$ cat src/rtl/fetx_pkg.sv
// shared constants, types and code-group helpers of the transmit encoder
package fetx_pkg;

    // line timing: 25 MHz symbol clock, 125 Mb/s serial stream
    localparam int unsigned CLK_PERIOD_NS = 40;
    localparam int unsigned BIT_TIME_NS   = 8;
    localparam int unsigned BITS_PER_CLK  = CLK_PERIOD_NS / BIT_TIME_NS;

    // widths and depths
    localparam int unsigned SYM_W      = 5;
    localparam int unsigned NIB_W      = 4;
    localparam int unsigned STRAP_W    = 5;
    localparam int unsigned LFSR_W     = 11;
    localparam int unsigned FIFO_DEPTH = 8;
    localparam int unsigned ENT_W      = 6;

    // fifo entry layout: end marker, error flag, nibble
    localparam int unsigned ENT_END_BIT = 5;
    localparam int unsigned ENT_ERR_BIT = 4;

    // scrambler taps for x^11 + x^9 + 1 and fixed upper seed bits
    localparam int unsigned TAP_A   = 10;
    localparam int unsigned TAP_B   = 8;
    localparam logic [5:0]  SEED_HI = 6'h2B;

    // control code-groups
    localparam logic [4:0] SYM_H = 5'h04;
    localparam logic [4:0] SYM_I = 5'h1F;
    localparam logic [4:0] SYM_J = 5'h18;
    localparam logic [4:0] SYM_K = 5'h11;
    localparam logic [4:0] SYM_T = 5'h0D;
    localparam logic [4:0] SYM_R = 5'h07;

    // reset values
    localparam logic [4:0] SYM_RESET  = SYM_I;
    localparam logic [1:0] MLT_RESET  = 2'h0;
    localparam logic       NRZI_RESET = 1'b0;

    // three-level phases: zero, plus, zero, minus
    localparam logic [1:0] MLT_PLUS  = 2'h1;
    localparam logic [1:0] MLT_MINUS = 2'h3;

    typedef enum logic [1:0] {ST_IDLE, ST_K, ST_DATA, ST_R} fetx_state_e;

    function automatic logic [4:0] fetx_encode(input logic [3:0] nib);
        logic [4:0] sym;
        unique case (nib)
            4'h0: sym = 5'h1E;
            4'h1: sym = 5'h09;
            4'h2: sym = 5'h14;
            4'h3: sym = 5'h15;
            4'h4: sym = 5'h0A;
            4'h5: sym = 5'h0B;
            4'h6: sym = 5'h0E;
            4'h7: sym = 5'h0F;
            4'h8: sym = 5'h12;
            4'h9: sym = 5'h13;
            4'hA: sym = 5'h16;
            4'hB: sym = 5'h17;
            4'hC: sym = 5'h1A;
            4'hD: sym = 5'h1B;
            4'hE: sym = 5'h1C;
            4'hF: sym = 5'h1D;
        endcase
        return sym;
    endfunction

    function automatic logic fetx_is_invalid(input logic [4:0] sym);
        logic bad;
        bad = (sym == 5'h00) || (sym == 5'h01) || (sym == 5'h02) || (sym == 5'h03) ||
              (sym == 5'h05) || (sym == 5'h06) || (sym == 5'h08) || (sym == 5'h0C);
        return bad;
    endfunction

    function automatic logic fetx_is_data(input logic [4:0] sym);
        logic hit;
        hit = 1'b0;
        for (int i = 0; i < 16; i++) begin
            if (fetx_encode(4'(i)) == sym) begin
                hit = 1'b1;
            end
        end
        return hit;
    endfunction

endpackage

$ cat src/rtl/fetx_encoder.sv
// 100 Mb/s transmit path: 4b/5b, scrambler, nrzi and three-level split
// Functional notes
// - each nibble becomes a five-bit code-group
// - fixed data nibble to code-group table
// - halt, idle, start and end control codes
// - invalid patterns and misplaced controls flagged
// - start pair replaces first two preamble nibbles
// - end pair follows last data on enable drop
// - idle sent continuously until next frame
// - stream xored with free-running eleven-bit lfsr
// - lfsr seed taken from address strap
// - scrambler can be bypassed
// - scrambled stream converted to nrzi
// - two streams with alternating one events
// - only three-level output, no binary mode
// - five line bits per nibble, 125 Mb/s
// - standard 100BASE-TX transmit sequencing
`timescale 1ns/1ps
`default_nettype none
module fetx_encoder
    import fetx_pkg::*;
(
    input  wire logic                        clk,
    input  wire logic                        rst,
    input  wire logic                        txEn,
    input  wire logic                        txEr,
    input  wire logic [fetx_pkg::NIB_W-1:0]   txd,
    output logic                             macReady,
    input  wire logic [fetx_pkg::STRAP_W-1:0] phyAddressStrap,
    input  wire logic                        scrambleBypass,
    output logic      [fetx_pkg::SYM_W-1:0]   linePos,
    output logic      [fetx_pkg::SYM_W-1:0]   lineNeg,
    output logic                             codeFault
);
    // pin synchronisers
    logic [STRAP_W-1:0] strapMetaFf;
    logic [STRAP_W-1:0] strapSyncFf;
    logic               bypassMetaFf;
    logic               bypassSyncFf;

    always_ff @(posedge clk) begin
        strapMetaFf  <= phyAddressStrap;
        strapSyncFf  <= strapMetaFf;
        bypassMetaFf <= scrambleBypass;
        bypassSyncFf <= bypassMetaFf;
    end

    // mac side: push nibbles, then one end marker when enable drops
    logic             txEnDlyFf;
    logic             nxt_txEnDly;
    logic             pushValid;
    logic [ENT_W-1:0] pushData;

    always_comb begin
        nxt_txEnDly = txEn;
        pushValid   = txEn || txEnDlyFf;
        pushData    = txEn ? {1'b0, txEr, txd} : {1'b1, 1'b0, NIB_W'(0)};
    end

    always_ff @(posedge clk) begin
        if (rst) begin
            txEnDlyFf <= 1'b0;
        end else begin
            txEnDlyFf <= nxt_txEnDly;
        end
    end

    logic             popValid;
    logic             popReady;
    logic [ENT_W-1:0] popData;
    logic             popEnd;
    logic             popErr;
    logic [NIB_W-1:0] popNib;

    fetx_fifo #(
        .WIDTH (ENT_W),
        .DEPTH (FIFO_DEPTH)
    ) u_fifo (
        .clk      (clk),
        .rst      (rst),
        .inValid  (pushValid),
        .inReady  (macReady),
        .inData   (pushData),
        .outValid (popValid),
        .outReady (popReady),
        .outData  (popData)
    );

    assign popEnd = popData[ENT_END_BIT];
    assign popErr = popData[ENT_ERR_BIT];
    assign popNib = popData[NIB_W-1:0];

    // code-group sequencer: one code-group per clock
    fetx_state_e      stateFf;
    fetx_state_e      nxt_state;
    logic [SYM_W-1:0] symFf;
    logic [SYM_W-1:0] nxt_sym;
    logic             dataFieldFf;
    logic             nxt_dataField;
    logic             codeFaultFf;
    logic             nxt_codeFault;

    always_comb begin
        nxt_state     = stateFf;
        nxt_sym       = SYM_I;
        popReady      = 1'b0;
        nxt_dataField = 1'b0;
        unique case (stateFf)
            ST_IDLE: begin
                if (popValid) begin
                    popReady = 1'b1;
                    if (!popEnd) begin
                        nxt_sym   = SYM_J;
                        nxt_state = ST_K;
                    end
                end
            end
            ST_K: begin
                nxt_sym   = SYM_K;
                popReady  = popValid;
                nxt_state = ST_DATA;
            end
            ST_DATA: begin
                popReady = popValid;
                if (popValid && popEnd) begin
                    nxt_sym   = SYM_T;
                    nxt_state = ST_R;
                end else if (popValid && !popErr) begin
                    nxt_sym       = fetx_encode(popNib);
                    nxt_dataField = 1'b1;
                end else begin
                    nxt_sym       = SYM_H;
                    nxt_dataField = 1'b1;
                end
            end
            ST_R: begin
                nxt_sym   = SYM_R;
                nxt_state = ST_IDLE;
            end
        endcase
        // self check of the data field contents
        nxt_codeFault = dataFieldFf && (fetx_is_invalid(symFf) ||
                        (!fetx_is_data(symFf) && symFf != SYM_H));
    end

    always_ff @(posedge clk) begin
        if (rst) begin
            stateFf     <= ST_IDLE;
            symFf       <= SYM_RESET;
            dataFieldFf <= 1'b0;
            codeFaultFf <= 1'b0;
        end else begin
            stateFf     <= nxt_state;
            symFf       <= nxt_sym;
            dataFieldFf <= nxt_dataField;
            codeFaultFf <= nxt_codeFault;
        end
    end

    assign codeFault = codeFaultFf;

    // scrambler, seeded from the address strap
    logic [LFSR_W-1:0] seed;
    logic [SYM_W-1:0]  scrSym;

    assign seed = {SEED_HI, strapSyncFf};

    fetx_scrambler u_scrambler (
        .clk    (clk),
        .rst    (rst),
        .seed   (seed),
        .bypass (bypassSyncFf),
        .symIn  (symFf),
        .symOut (scrSym)
    );

    // nrzi and three-level split, bit 4 leaves first
    logic [SYM_W-1:0] nrziFf;
    logic [SYM_W-1:0] nxt_nrzi;
    logic [1:0]       mltPhaseFf;
    logic [1:0]       nxt_mltPhase;
    logic [SYM_W-1:0] linePosFf;
    logic [SYM_W-1:0] lineNegFf;
    logic [SYM_W-1:0] nxt_linePos;
    logic [SYM_W-1:0] nxt_lineNeg;
    logic             level;
    logic             prevLevel;

    always_comb begin
        level        = nrziFf[0];
        prevLevel    = nrziFf[0];
        nxt_mltPhase = mltPhaseFf;
        nxt_nrzi     = '0;
        nxt_linePos  = '0;
        nxt_lineNeg  = '0;
        for (int i = BITS_PER_CLK - 1; i >= 0; i--) begin
            level       = level ^ scrSym[i];
            nxt_nrzi[i] = level;
            if (level != prevLevel) begin
                nxt_mltPhase = nxt_mltPhase + 2'h1;
            end
            prevLevel      = level;
            nxt_linePos[i] = (nxt_mltPhase == MLT_PLUS);
            nxt_lineNeg[i] = (nxt_mltPhase == MLT_MINUS);
        end
    end

    always_ff @(posedge clk) begin
        if (rst) begin
            nrziFf     <= {SYM_W{NRZI_RESET}};
            mltPhaseFf <= MLT_RESET;
            linePosFf  <= '0;
            lineNegFf  <= '0;
        end else begin
            nrziFf     <= nxt_nrzi;
            mltPhaseFf <= nxt_mltPhase;
            linePosFf  <= nxt_linePos;
            lineNegFf  <= nxt_lineNeg;
        end
    end

    // only the two three-level halves leave the block
    assign linePos = linePosFf;
    assign lineNeg = lineNegFf;

    encode_map_a: assert property (@(posedge clk) disable iff (rst)
        (stateFf == ST_DATA && popValid && !popEnd && !popErr)
        |=> symFf == fetx_encode($past(popNib)))
        else $error("data nibble mapped to wrong code-group");
    halt_on_err_a: assert property (@(posedge clk) disable iff (rst)
        (stateFf == ST_DATA && popValid && !popEnd && popErr) |=> symFf == SYM_H)
        else $error("mac error did not send halt");
    idle_fill_a: assert property (@(posedge clk) disable iff (rst)
        (stateFf == ST_IDLE && !popValid) |=> symFf == SYM_I)
        else $error("idle not sent between frames");
    start_pair_a: assert property (@(posedge clk) disable iff (rst)
        (stateFf == ST_IDLE && popValid && !popEnd) |=> symFf == SYM_J ##1 symFf == SYM_K)
        else $error("frame did not open with the start pair");
    end_pair_a: assert property (@(posedge clk) disable iff (rst)
        (stateFf == ST_DATA && popValid && popEnd)
        |=> symFf == SYM_T ##1 (symFf == SYM_R && stateFf == ST_IDLE))
        else $error("frame did not close with the end pair");
    code_fault_a: assert property (@(posedge clk) disable iff (rst) !codeFaultFf)
        else $error("control or invalid code-group inside data field");
    nrzi_toggle_a: assert property (@(posedge clk) disable iff (rst)
        1'b1 |=> nrziFf[0] == ($past(nrziFf[0]) ^ (^$past(scrSym))))
        else $error("nrzi level does not follow the one bits");
    mlt_exclusive_a: assert property (@(posedge clk) disable iff (rst)
        (linePosFf & lineNegFf) == '0)
        else $error("both three-level halves driven together");
    mlt_step_a: assert property (@(posedge clk) disable iff (rst)
        $past(scrSym) == '0 |-> mltPhaseFf == $past(mltPhaseFf))
        else $error("three-level phase moved without a transition");
    k_follows_j_a: assert property (@(posedge clk) disable iff (rst)
        stateFf == ST_K |=> symFf == SYM_K && stateFf == ST_DATA)
        else $error("second start code-group missing");
    data_field_a: assert property (@(posedge clk) disable iff (rst)
        (stateFf == ST_DATA && popValid && !popEnd) |=> dataFieldFf)
        else $error("data code-group not marked as data field");

endmodule
`default_nettype wire

$ cat src/rtl/fetx_fifo.sv
// nibble fifo between the mac input and the code-group encoder
`timescale 1ns/1ps
`default_nettype none
module fetx_fifo #(
    parameter int unsigned WIDTH = 6,
    parameter int unsigned DEPTH = 8
) (
    input  wire logic             clk,
    input  wire logic             rst,
    input  wire logic             inValid,
    output logic                  inReady,
    input  wire logic [WIDTH-1:0] inData,
    output logic                  outValid,
    input  wire logic             outReady,
    output logic      [WIDTH-1:0] outData
);
    localparam int unsigned PW = $clog2(DEPTH);

    logic [WIDTH-1:0] memFf [DEPTH];
    logic [PW-1:0]    wrPtrFf;
    logic [PW-1:0]    rdPtrFf;
    logic [PW:0]      countFf;
    logic [PW-1:0]    nxt_wrPtr;
    logic [PW-1:0]    nxt_rdPtr;
    logic [PW:0]      nxt_count;
    logic             doWr;
    logic             doRd;

    always_comb begin
        inReady   = (countFf != (PW+1)'(DEPTH));
        outValid  = (countFf != '0);
        outData   = memFf[rdPtrFf];
        doWr      = inValid && inReady;
        doRd      = outValid && outReady;
        nxt_wrPtr = doWr ? ((wrPtrFf == PW'(DEPTH - 1)) ? '0 : wrPtrFf + 1'b1) : wrPtrFf;
        nxt_rdPtr = doRd ? ((rdPtrFf == PW'(DEPTH - 1)) ? '0 : rdPtrFf + 1'b1) : rdPtrFf;
        nxt_count = countFf + (PW+1)'(doWr) - (PW+1)'(doRd);
    end

    always_ff @(posedge clk) begin
        if (rst) begin
            wrPtrFf <= '0;
            rdPtrFf <= '0;
            countFf <= '0;
        end else begin
            wrPtrFf <= nxt_wrPtr;
            rdPtrFf <= nxt_rdPtr;
            countFf <= nxt_count;
        end
        if (doWr) begin
            memFf[wrPtrFf] <= inData;
        end
    end

endmodule
`default_nettype wire

$ cat src/rtl/fetx_scrambler.sv
// eleven-bit lfsr scrambler with bypass, five bits per clock
`timescale 1ns/1ps
`default_nettype none
module fetx_scrambler
    import fetx_pkg::*;
(
    input  wire logic                       clk,
    input  wire logic                       rst,
    input  wire logic [fetx_pkg::LFSR_W-1:0] seed,
    input  wire logic                       bypass,
    input  wire logic [fetx_pkg::SYM_W-1:0]  symIn,
    output logic      [fetx_pkg::SYM_W-1:0]  symOut
);
    logic [LFSR_W-1:0] lfsrFf;
    logic [LFSR_W-1:0] nxt_lfsr;
    logic [SYM_W-1:0]  keyBits;
    logic [SYM_W-1:0]  nxt_symOut;

    always_comb begin
        nxt_lfsr = lfsrFf;
        keyBits  = '0;
        for (int i = SYM_W - 1; i >= 0; i--) begin
            keyBits[i] = nxt_lfsr[TAP_A] ^ nxt_lfsr[TAP_B];
            nxt_lfsr   = {nxt_lfsr[LFSR_W-2:0], keyBits[i]};
        end
        if (nxt_lfsr == '0) begin
            nxt_lfsr = seed;
        end
        nxt_symOut = bypass ? symIn : (symIn ^ keyBits);
    end

    always_ff @(posedge clk) begin
        if (rst) begin
            lfsrFf <= seed;
            symOut <= SYM_RESET;
        end else begin
            lfsrFf <= nxt_lfsr;
            symOut <= nxt_symOut;
        end
    end

    seed_load_a: assert property (@(posedge clk) rst [*3] |=> lfsrFf == $past(seed))
        else $error("scrambler did not load the seed");
    lfsr_nonzero_a: assert property (@(posedge clk) disable iff (rst) lfsrFf != '0)
        else $error("scrambler reached the all-zero state");
    scramble_xor_a: assert property (@(posedge clk) disable iff (rst)
        !bypass |=> symOut == ($past(symIn) ^ $past(keyBits)))
        else $error("scrambled symbol is not data xor key");
    bypass_pass_a: assert property (@(posedge clk) disable iff (rst)
        bypass |=> symOut == $past(symIn))
        else $error("bypassed symbol was altered");

endmodule
`default_nettype wire

$ cat config.mk
export PLATFORM = sky130hd
export DESIGN_NAME = fetx_encoder
export DESIGN_NICKNAME = d
export VERILOG_FILES = /design/src/rtl/fetx_pkg.sv /design/src/rtl/fetx_encoder.sv /design/src/rtl/fetx_fifo.sv /design/src/rtl/fetx_scrambler.sv
export SDC_FILE = /design/constraint.sdc
export NUM_CORES = 1
export LEC_CHECK = 0
export BUFFER_PORTS_ARGS = -buffer_cell sky130_fd_sc_hd__buf_4
export CAP_MARGIN = 30
export CORE_AREA = 8 8 107 109
export DETAILED_ROUTE_END_ITERATION = 7
export DIE_AREA = 0 0 115 117
export PLACE_DENSITY = 0.64
export SLEW_MARGIN = 10
export SYNTH_ARGS = -nofsm -noshare
export SYNTH_HDL_FRONTEND = slang
export SYNTH_HIERARCHICAL = 1
export SYNTH_SLANG_ARGS = --single-unit
$ cat constraint.sdc
create_clock -name clk -period 8.9 [get_ports clk]
set_clock_uncertainty 0.1 [all_clocks]
set_input_delay 2.225 -clock clk [delete_from_list [all_inputs] [get_ports clk]]
set_output_delay 2.225 -clock clk [all_outputs]
set_load 0.02 [all_outputs]
==> reports/metrics.cfg, run 1 <==
[run_status]
status = finished, final reports clean

[clock_network]
htreeDepth = 3
cts_setup_buffers = 0
clk_transition_reported_paths_ns = 0.09
cts_resized = 0
clock_latency_ns = 0.37
clock_sinks = 111
cts_hold_buffers = 0
cts_root_buf = clkbuf_8
cts_inserted_buffers = 9
cts_tree = done
cts_buffer_depth = 2

[global_route]
grt_pass1_vias = 2752
overflow = 0
antenna_found_initial = 0
grt_usage = 0.130
grt_pass1_wl_mm = 13.3
grt_start_max_net_pins = 53

[sta]
min_period_ns = 3.94
worst_slew_pin_slew_ns = 0.935
rsz0062_at_grt = false
setup_violations = 0
finalHoldViolations = 0
finalMaxSlewViolations = 0
fmax_mhz = 254
whs_ns = 0.234
finalCritPeriodShare = 0.442
finalSetupTns_ns = 0
slew_headroom = 0.372

[placed_design]
place_congestion = 0.808
dp_hpwl_mm = 5.85
io_buffers = 25

[drt]
drt-initial-drc-count = 121
dr.pass1.iters = 6
vias = 2805
drcViolationCount = 0
via_per_inst = 5.04
wl_per_cell_um = 14.6
final_antenna_net_count = 0
wl_mm = 8.15

[setup_path]
crit_type = flip-flop to output pin
rr_startpoint = mltPhaseFf[0]
crit_family = simple AND/OR/NAND/NOR gates
cp_slowest_cell = or3b_2
arrival_ns = 1.61
crit_start = u_fifo/countFf[2]
path_cells = inv_1 > ha_1 > or3b_2 > buf_4
cp.required_ns = 6.58
worstSetupStartpointType = flip-flop
crit_path_max_fanout = 3
crit_path_max_incr_delay_ns = 0.51
path_buf_inv = 2
worstSetupEndpointType = output pin

[floorplan]
die_area_um2 = 13500
rows = 37
die_h_um = 117
fp.dieW_um = 115
initial_core_util = 0.481
ios = 26
core-area_um2 = 9910

[synth]
synth_area_leaders = edfxtp_1 (30%), dfxtp_1 (26%), mux4_1 (6.6%), ha_1 (5.8%), nor2b_1 (2.2%)
synth.most_common_cell = dfxtp_1
yosys_warnings = 6
synthTopCellsByCount = dfxtp_1 (63), edfxtp_1 (48), inv_1 (23)
syn_area_per_cell_um2 = 12.6
synth.top_cell.area_share = 0.303
ys.flop_type = dfxtp_1
synth-seq-cells = 111
yosys.area_share.simple = 0.138
synth_area_leader_cell = edfxtp_1
synth_top_family_by_area = simple AND/OR/NAND/NOR gates
synth_compound_area_frac = 0.0696
yosys.area_share.xor_xnor = 0.0273
synthMuxAreaShare = 0.107
synth-adder-area-share = 0.0620
ys_seq_area_frac = 0.567
ys_types = 54
synth_edf_count = 48
async_reset_ff_frac = 0
syn_inst = 379
synth_area_um2 = 4760

[cells_and_area]
syn_to_final_growth_pct = 12.3
drive_gt1_frac = 0.140
diodes = 0
final_nets = 453
fillers = 862

[hold_path]
min_from = strapMetaFf[1]
hold_class = flip-flop to flip-flop

[run]
drv_cap = 0

[power_and_ir_drop]
leakagePower_nw = 2.08
ir_worst_vdd_uv = 151
power_density_nw_per_um2 = 302

==> cell type report <==
class                           count  area (µm²)  share of cell area
Clock buffer                       10         128              0.0239
Timing Repair Buffer               25         188              0.0351
Tap cell                          136         170              0.0318
Inverter                           23        86.3              0.0161
Clock inverter                      6         100              0.0187
Multi-Input combinational cell    246        1970               0.369
Sequential cell                   111        2700               0.505
==> path summary, 6_finish.rpt <==
path               endpoint  slack [ns]  cells past startpoint
min reg2reg  strapSyncFf[1]        0.23                      0
max reg2reg      linePos[0]        5.46                     14
min          strapSyncFf[1]        0.23                      0
max                macReady        4.96                      4
==> cells in the final DEF, fill, tap and decap left out, drive strengths merged, types with 13 or more instances in the layout <==
cell type / synthesis / final
dfxtp: 63 / 63
edfxtp: 48 / 48
inv: 23 / 26
buf: 3 / 25
ha: 22 / 22
o21ai: 18 / 18
nor2b: 17 / 17
nand2b: 15 / 15
nand2: 14 / 14
nor2: 13 / 13
nand3: 13 / 13
==> kinds of logic after synthesis <==
group / Yosys count
simple gates: 114
flops: 111
compound gates: 53
buf+inv: 32
mux: 30
fa+ha+maj: 23
xor+xnor: 14
other cells: 2
==> sequential cells by signal (all words and copies together) (netlist names), named ones only <==
name,cells
u_fifo/wrPtrFf,3
u_scrambler/lfsrFf,11
mltPhaseFf,2
codeFault,1
symFf,5
txEnDlyFf,1
dataFieldFf,1
strapSyncFf,5
u_scrambler/symOut,5
bypassSyncFf,1
u_fifo/countFf,4
strapMetaFf,5
linePos,5
bypassMetaFf,1
u_fifo/rdPtrFf,3
lineNeg,5
u_fifo/memFf,48
stateFf,2
==> metrics by stage <==
stage               power (mW)  cells  worst slack (ns)  area [µm²]   util
CTS                       1.64    557              4.92        5340  0.539
floorplan                 1.16    389              5.04        4800      -
global placement          1.28    541              4.81        5110  0.516
finish                    1.62    557              4.96        5350  0.540
global route              1.75    557              4.88        5350  0.540
detailed placement        1.30    541              4.79        5110  0.516
==> report_power, final <==
part | internal [mW] | total, mW | switching [mW]
Clock | 0.164 | 0.334 | 0.170
Combinational | 0.287 | 0.590 | 0.303
Sequential | 0.621 | 0.693 | 0.0719
==> per-layer routing <==
| metal | global-route usage | up-vias | part of all wire |
|---|---|---|---|
| met5 | 0 | - | 0 |
| met4 | 0.0473 | 0 | 0.015 |
| met3 | 0.0431 | 10 | 0.032 |
| met2 | 0.233 | 37 | 0.52 |
| met1 | 0.140 | 1323 | 0.43 |
| li1 | - | 1435 | - |
No activity file was read; power rests on OpenSTA's default activity.
==> run 2, diff against run 1 <==
Settings changed: PLACE_DENSITY 0.64 to 0.67.
Clock period 8.9 ns to 3.5 ns, I/O delays scaled along.
==> run 2 against run 1 <==
  * Non-clock buffer count rose by 6
  * Register-to-register slack got worse by 5.2 ns
  * Count of clock-buffer cells in the layout fell by 1
  * Die area did not move
  * Combinational power rose to 2.6 times the previous value
  * Via count rose by 1.9%
  * Design area rose by 0.35%
  * Worst setup slack got worse by 4.7 ns
  * Wire length fell by 4.2%
  * Critical endpoint is now linePos[0]
==> reports/metrics.cfg, run 2 (synthesis results as in run 1) <==
[cells_and_area]
fin_util = 0.542
largestRegisters = u_fifo/memFf x48, u_scrambler/lfsrFf x11
drive_gt1_frac = 0.159
largest_reg_flops = 48
fin_cells = 563
fillers = 892
final_cell_mix = dfxtp_1 (61), edfxtp_1 (48), buf_4 (31), inv_1 (23), ha_1 (22)
syn_to_final_growth_pct = 12.7
diodes = 0
largest_register = u_fifo/memFf
post-route-cell-area_um2 = 5370
final_nets = 459
final_common_cell = dfxtp_1

[placed_design]
io_buffers = 25
dpl-instance-area_um2 = 5160
place_congestion = 0.781
dp_slack_ns = 0.137
dp_hpwl_mm = 5.77
dp.cells = 547

[setup_path]
crit_top_cell = ha_1
crit_path_max_incr_delay_ns = 0.38
worstSetupStartpointType = flip-flop
cp.required_ns = 3.71
crit_family = adder cells
worstSetupEndpointType = flip-flop
cp_slowest_cell = dfxtp_2
crit_type = flip-flop to flip-flop
arrival_ns = 3.43
path_cells = nand2_1 > xnor2_1 > ha_1 > nor2b_1 > or3_1 > inv_1 > ha_1 > nand2_1 > o21ai_0 > ha_1 > nand2b_1 > and2_1 > ha_1 > a22oi_2 > and2_1
path_buf_inv = 1
crit_path_max_fanout = 4

[floorplan]
ios = 26
initial_core_util = 0.481
die_h_um = 117
core-area_um2 = 9910
fp.dieW_um = 115
die_area_um2 = 13500
rows = 37

[global_route]
grt_start_max_net_pins = 53
grt_pass1_wl_mm = 13.0
grt_pass1_vias = 2901
antenna_found_initial = 0
grt_use_met1 = 0.131
top_usage_layer = met2
grt_usage = 0.124
gr-usage-met2 = 0.230
grt_util_met3 = 0.0257
overflow = 0

[run_status]
status = finished, final reports clean

[drt]
via_per_inst = 5.07
drcViolationCount = 0
vias = 2857
dr.pass1.iters = 4
final_antenna_net_count = 0
drt-initial-drc-count = 93
wl_per_cell_um = 13.9
wl_mm = 7.80

[sta]
rsz0062_at_grt = false
finalSetupTns_ns = 0
worst_slew_pin_slew_ns = 0.592
finalMaxSlewViolations = 0
min_period_ns = 3.22
whs_ns = 0.239
slew_headroom = 0.603
finalCritPeriodShare = 0.920
worst_slack_ns = 0.281
finalHoldViolations = 0
fmax_mhz = 311
setup_violations = 0

[hold_path]
hold_class = flip-flop to flip-flop

[clock_network]
clock_sinks = 111
clock_latency_ns = 0.37
cts_buffer_depth = 2
htreeDepth = 3
clk_transition_reported_paths_ns = 0.11
cts_tree = done
cts_inserted_buffers = 9
cts_root_buf = clkbuf_8

[power_and_ir_drop]
finalPower_mw = 4.05
ir_worst_vdd_uv = 333
leakagePower_nw = 2.09
power_density_nw_per_um2 = 754

[run]
drv_cap = 0

## run 2: layout make-up
cell class | count | area (µm²) | area share
Sequential cell | 111 | 2710 | 0.504
Multi-Input combinational cell | 246 | 1980 | 0.369
Timing Repair Buffer | 31 | 233 | 0.0434
Tap cell | 136 | 170 | 0.0317
Clock buffer | 9 | 124 | 0.0231
Inverter | 23 | 86.3 | 0.0161
Clock inverter | 7 | 68.8 | 0.0128
## run 2: worst paths after layout
kind	start	to	slack [ns]	cells past startpoint
setup / recovery	mltPhaseFf[0]	linePos[0]	0.28	15
hold / removal	strapMetaFf[0]	strapSyncFf[0]	0.24	0
setup reg to reg	mltPhaseFf[0]	linePos[0]	0.28	15
hold reg to reg	strapMetaFf[0]	strapSyncFf[0]	0.24	0
## run 2: power breakdown
group	total, mW	internal (mW)	switching [mW]	leakage [nW]
logic	1.56	0.769	0.789	1.03
registers	1.75	1.58	0.172	0.967
clock network	0.738	0.281	0.457	0.0989
total	4.05	2.63	1.42	2.09
## run 2: repair_timing
action	in CTS	in global routing
setup endpoints to repair	0	3
endpoints found under the hold margin	0	0
hold buffers	0	0
buffers inserted	0	0
gates resized for setup	0	4
## run 2: per-layer routing
metal / up-vias / share of wire
li1: 1454 / -
met1: 1354 / 0.42
met2: 34 / 0.53
met3: 15 / 0.029
met4: 0 / 0.020
met5: - / 0
## run 2: worst register-to-register path, delay by kind of cell (launching register included)
kind | cells | cell delay, ns
adders and majority gates | 4 | 1.15
and+or+nand+nor | 7 | 1.01
DFF | 1 | 0.38
AOI/OAI and AO/OA | 2 | 0.31
xor gates and xnor gates | 1 | 0.15
buffers and inverters | 1 | 0.08
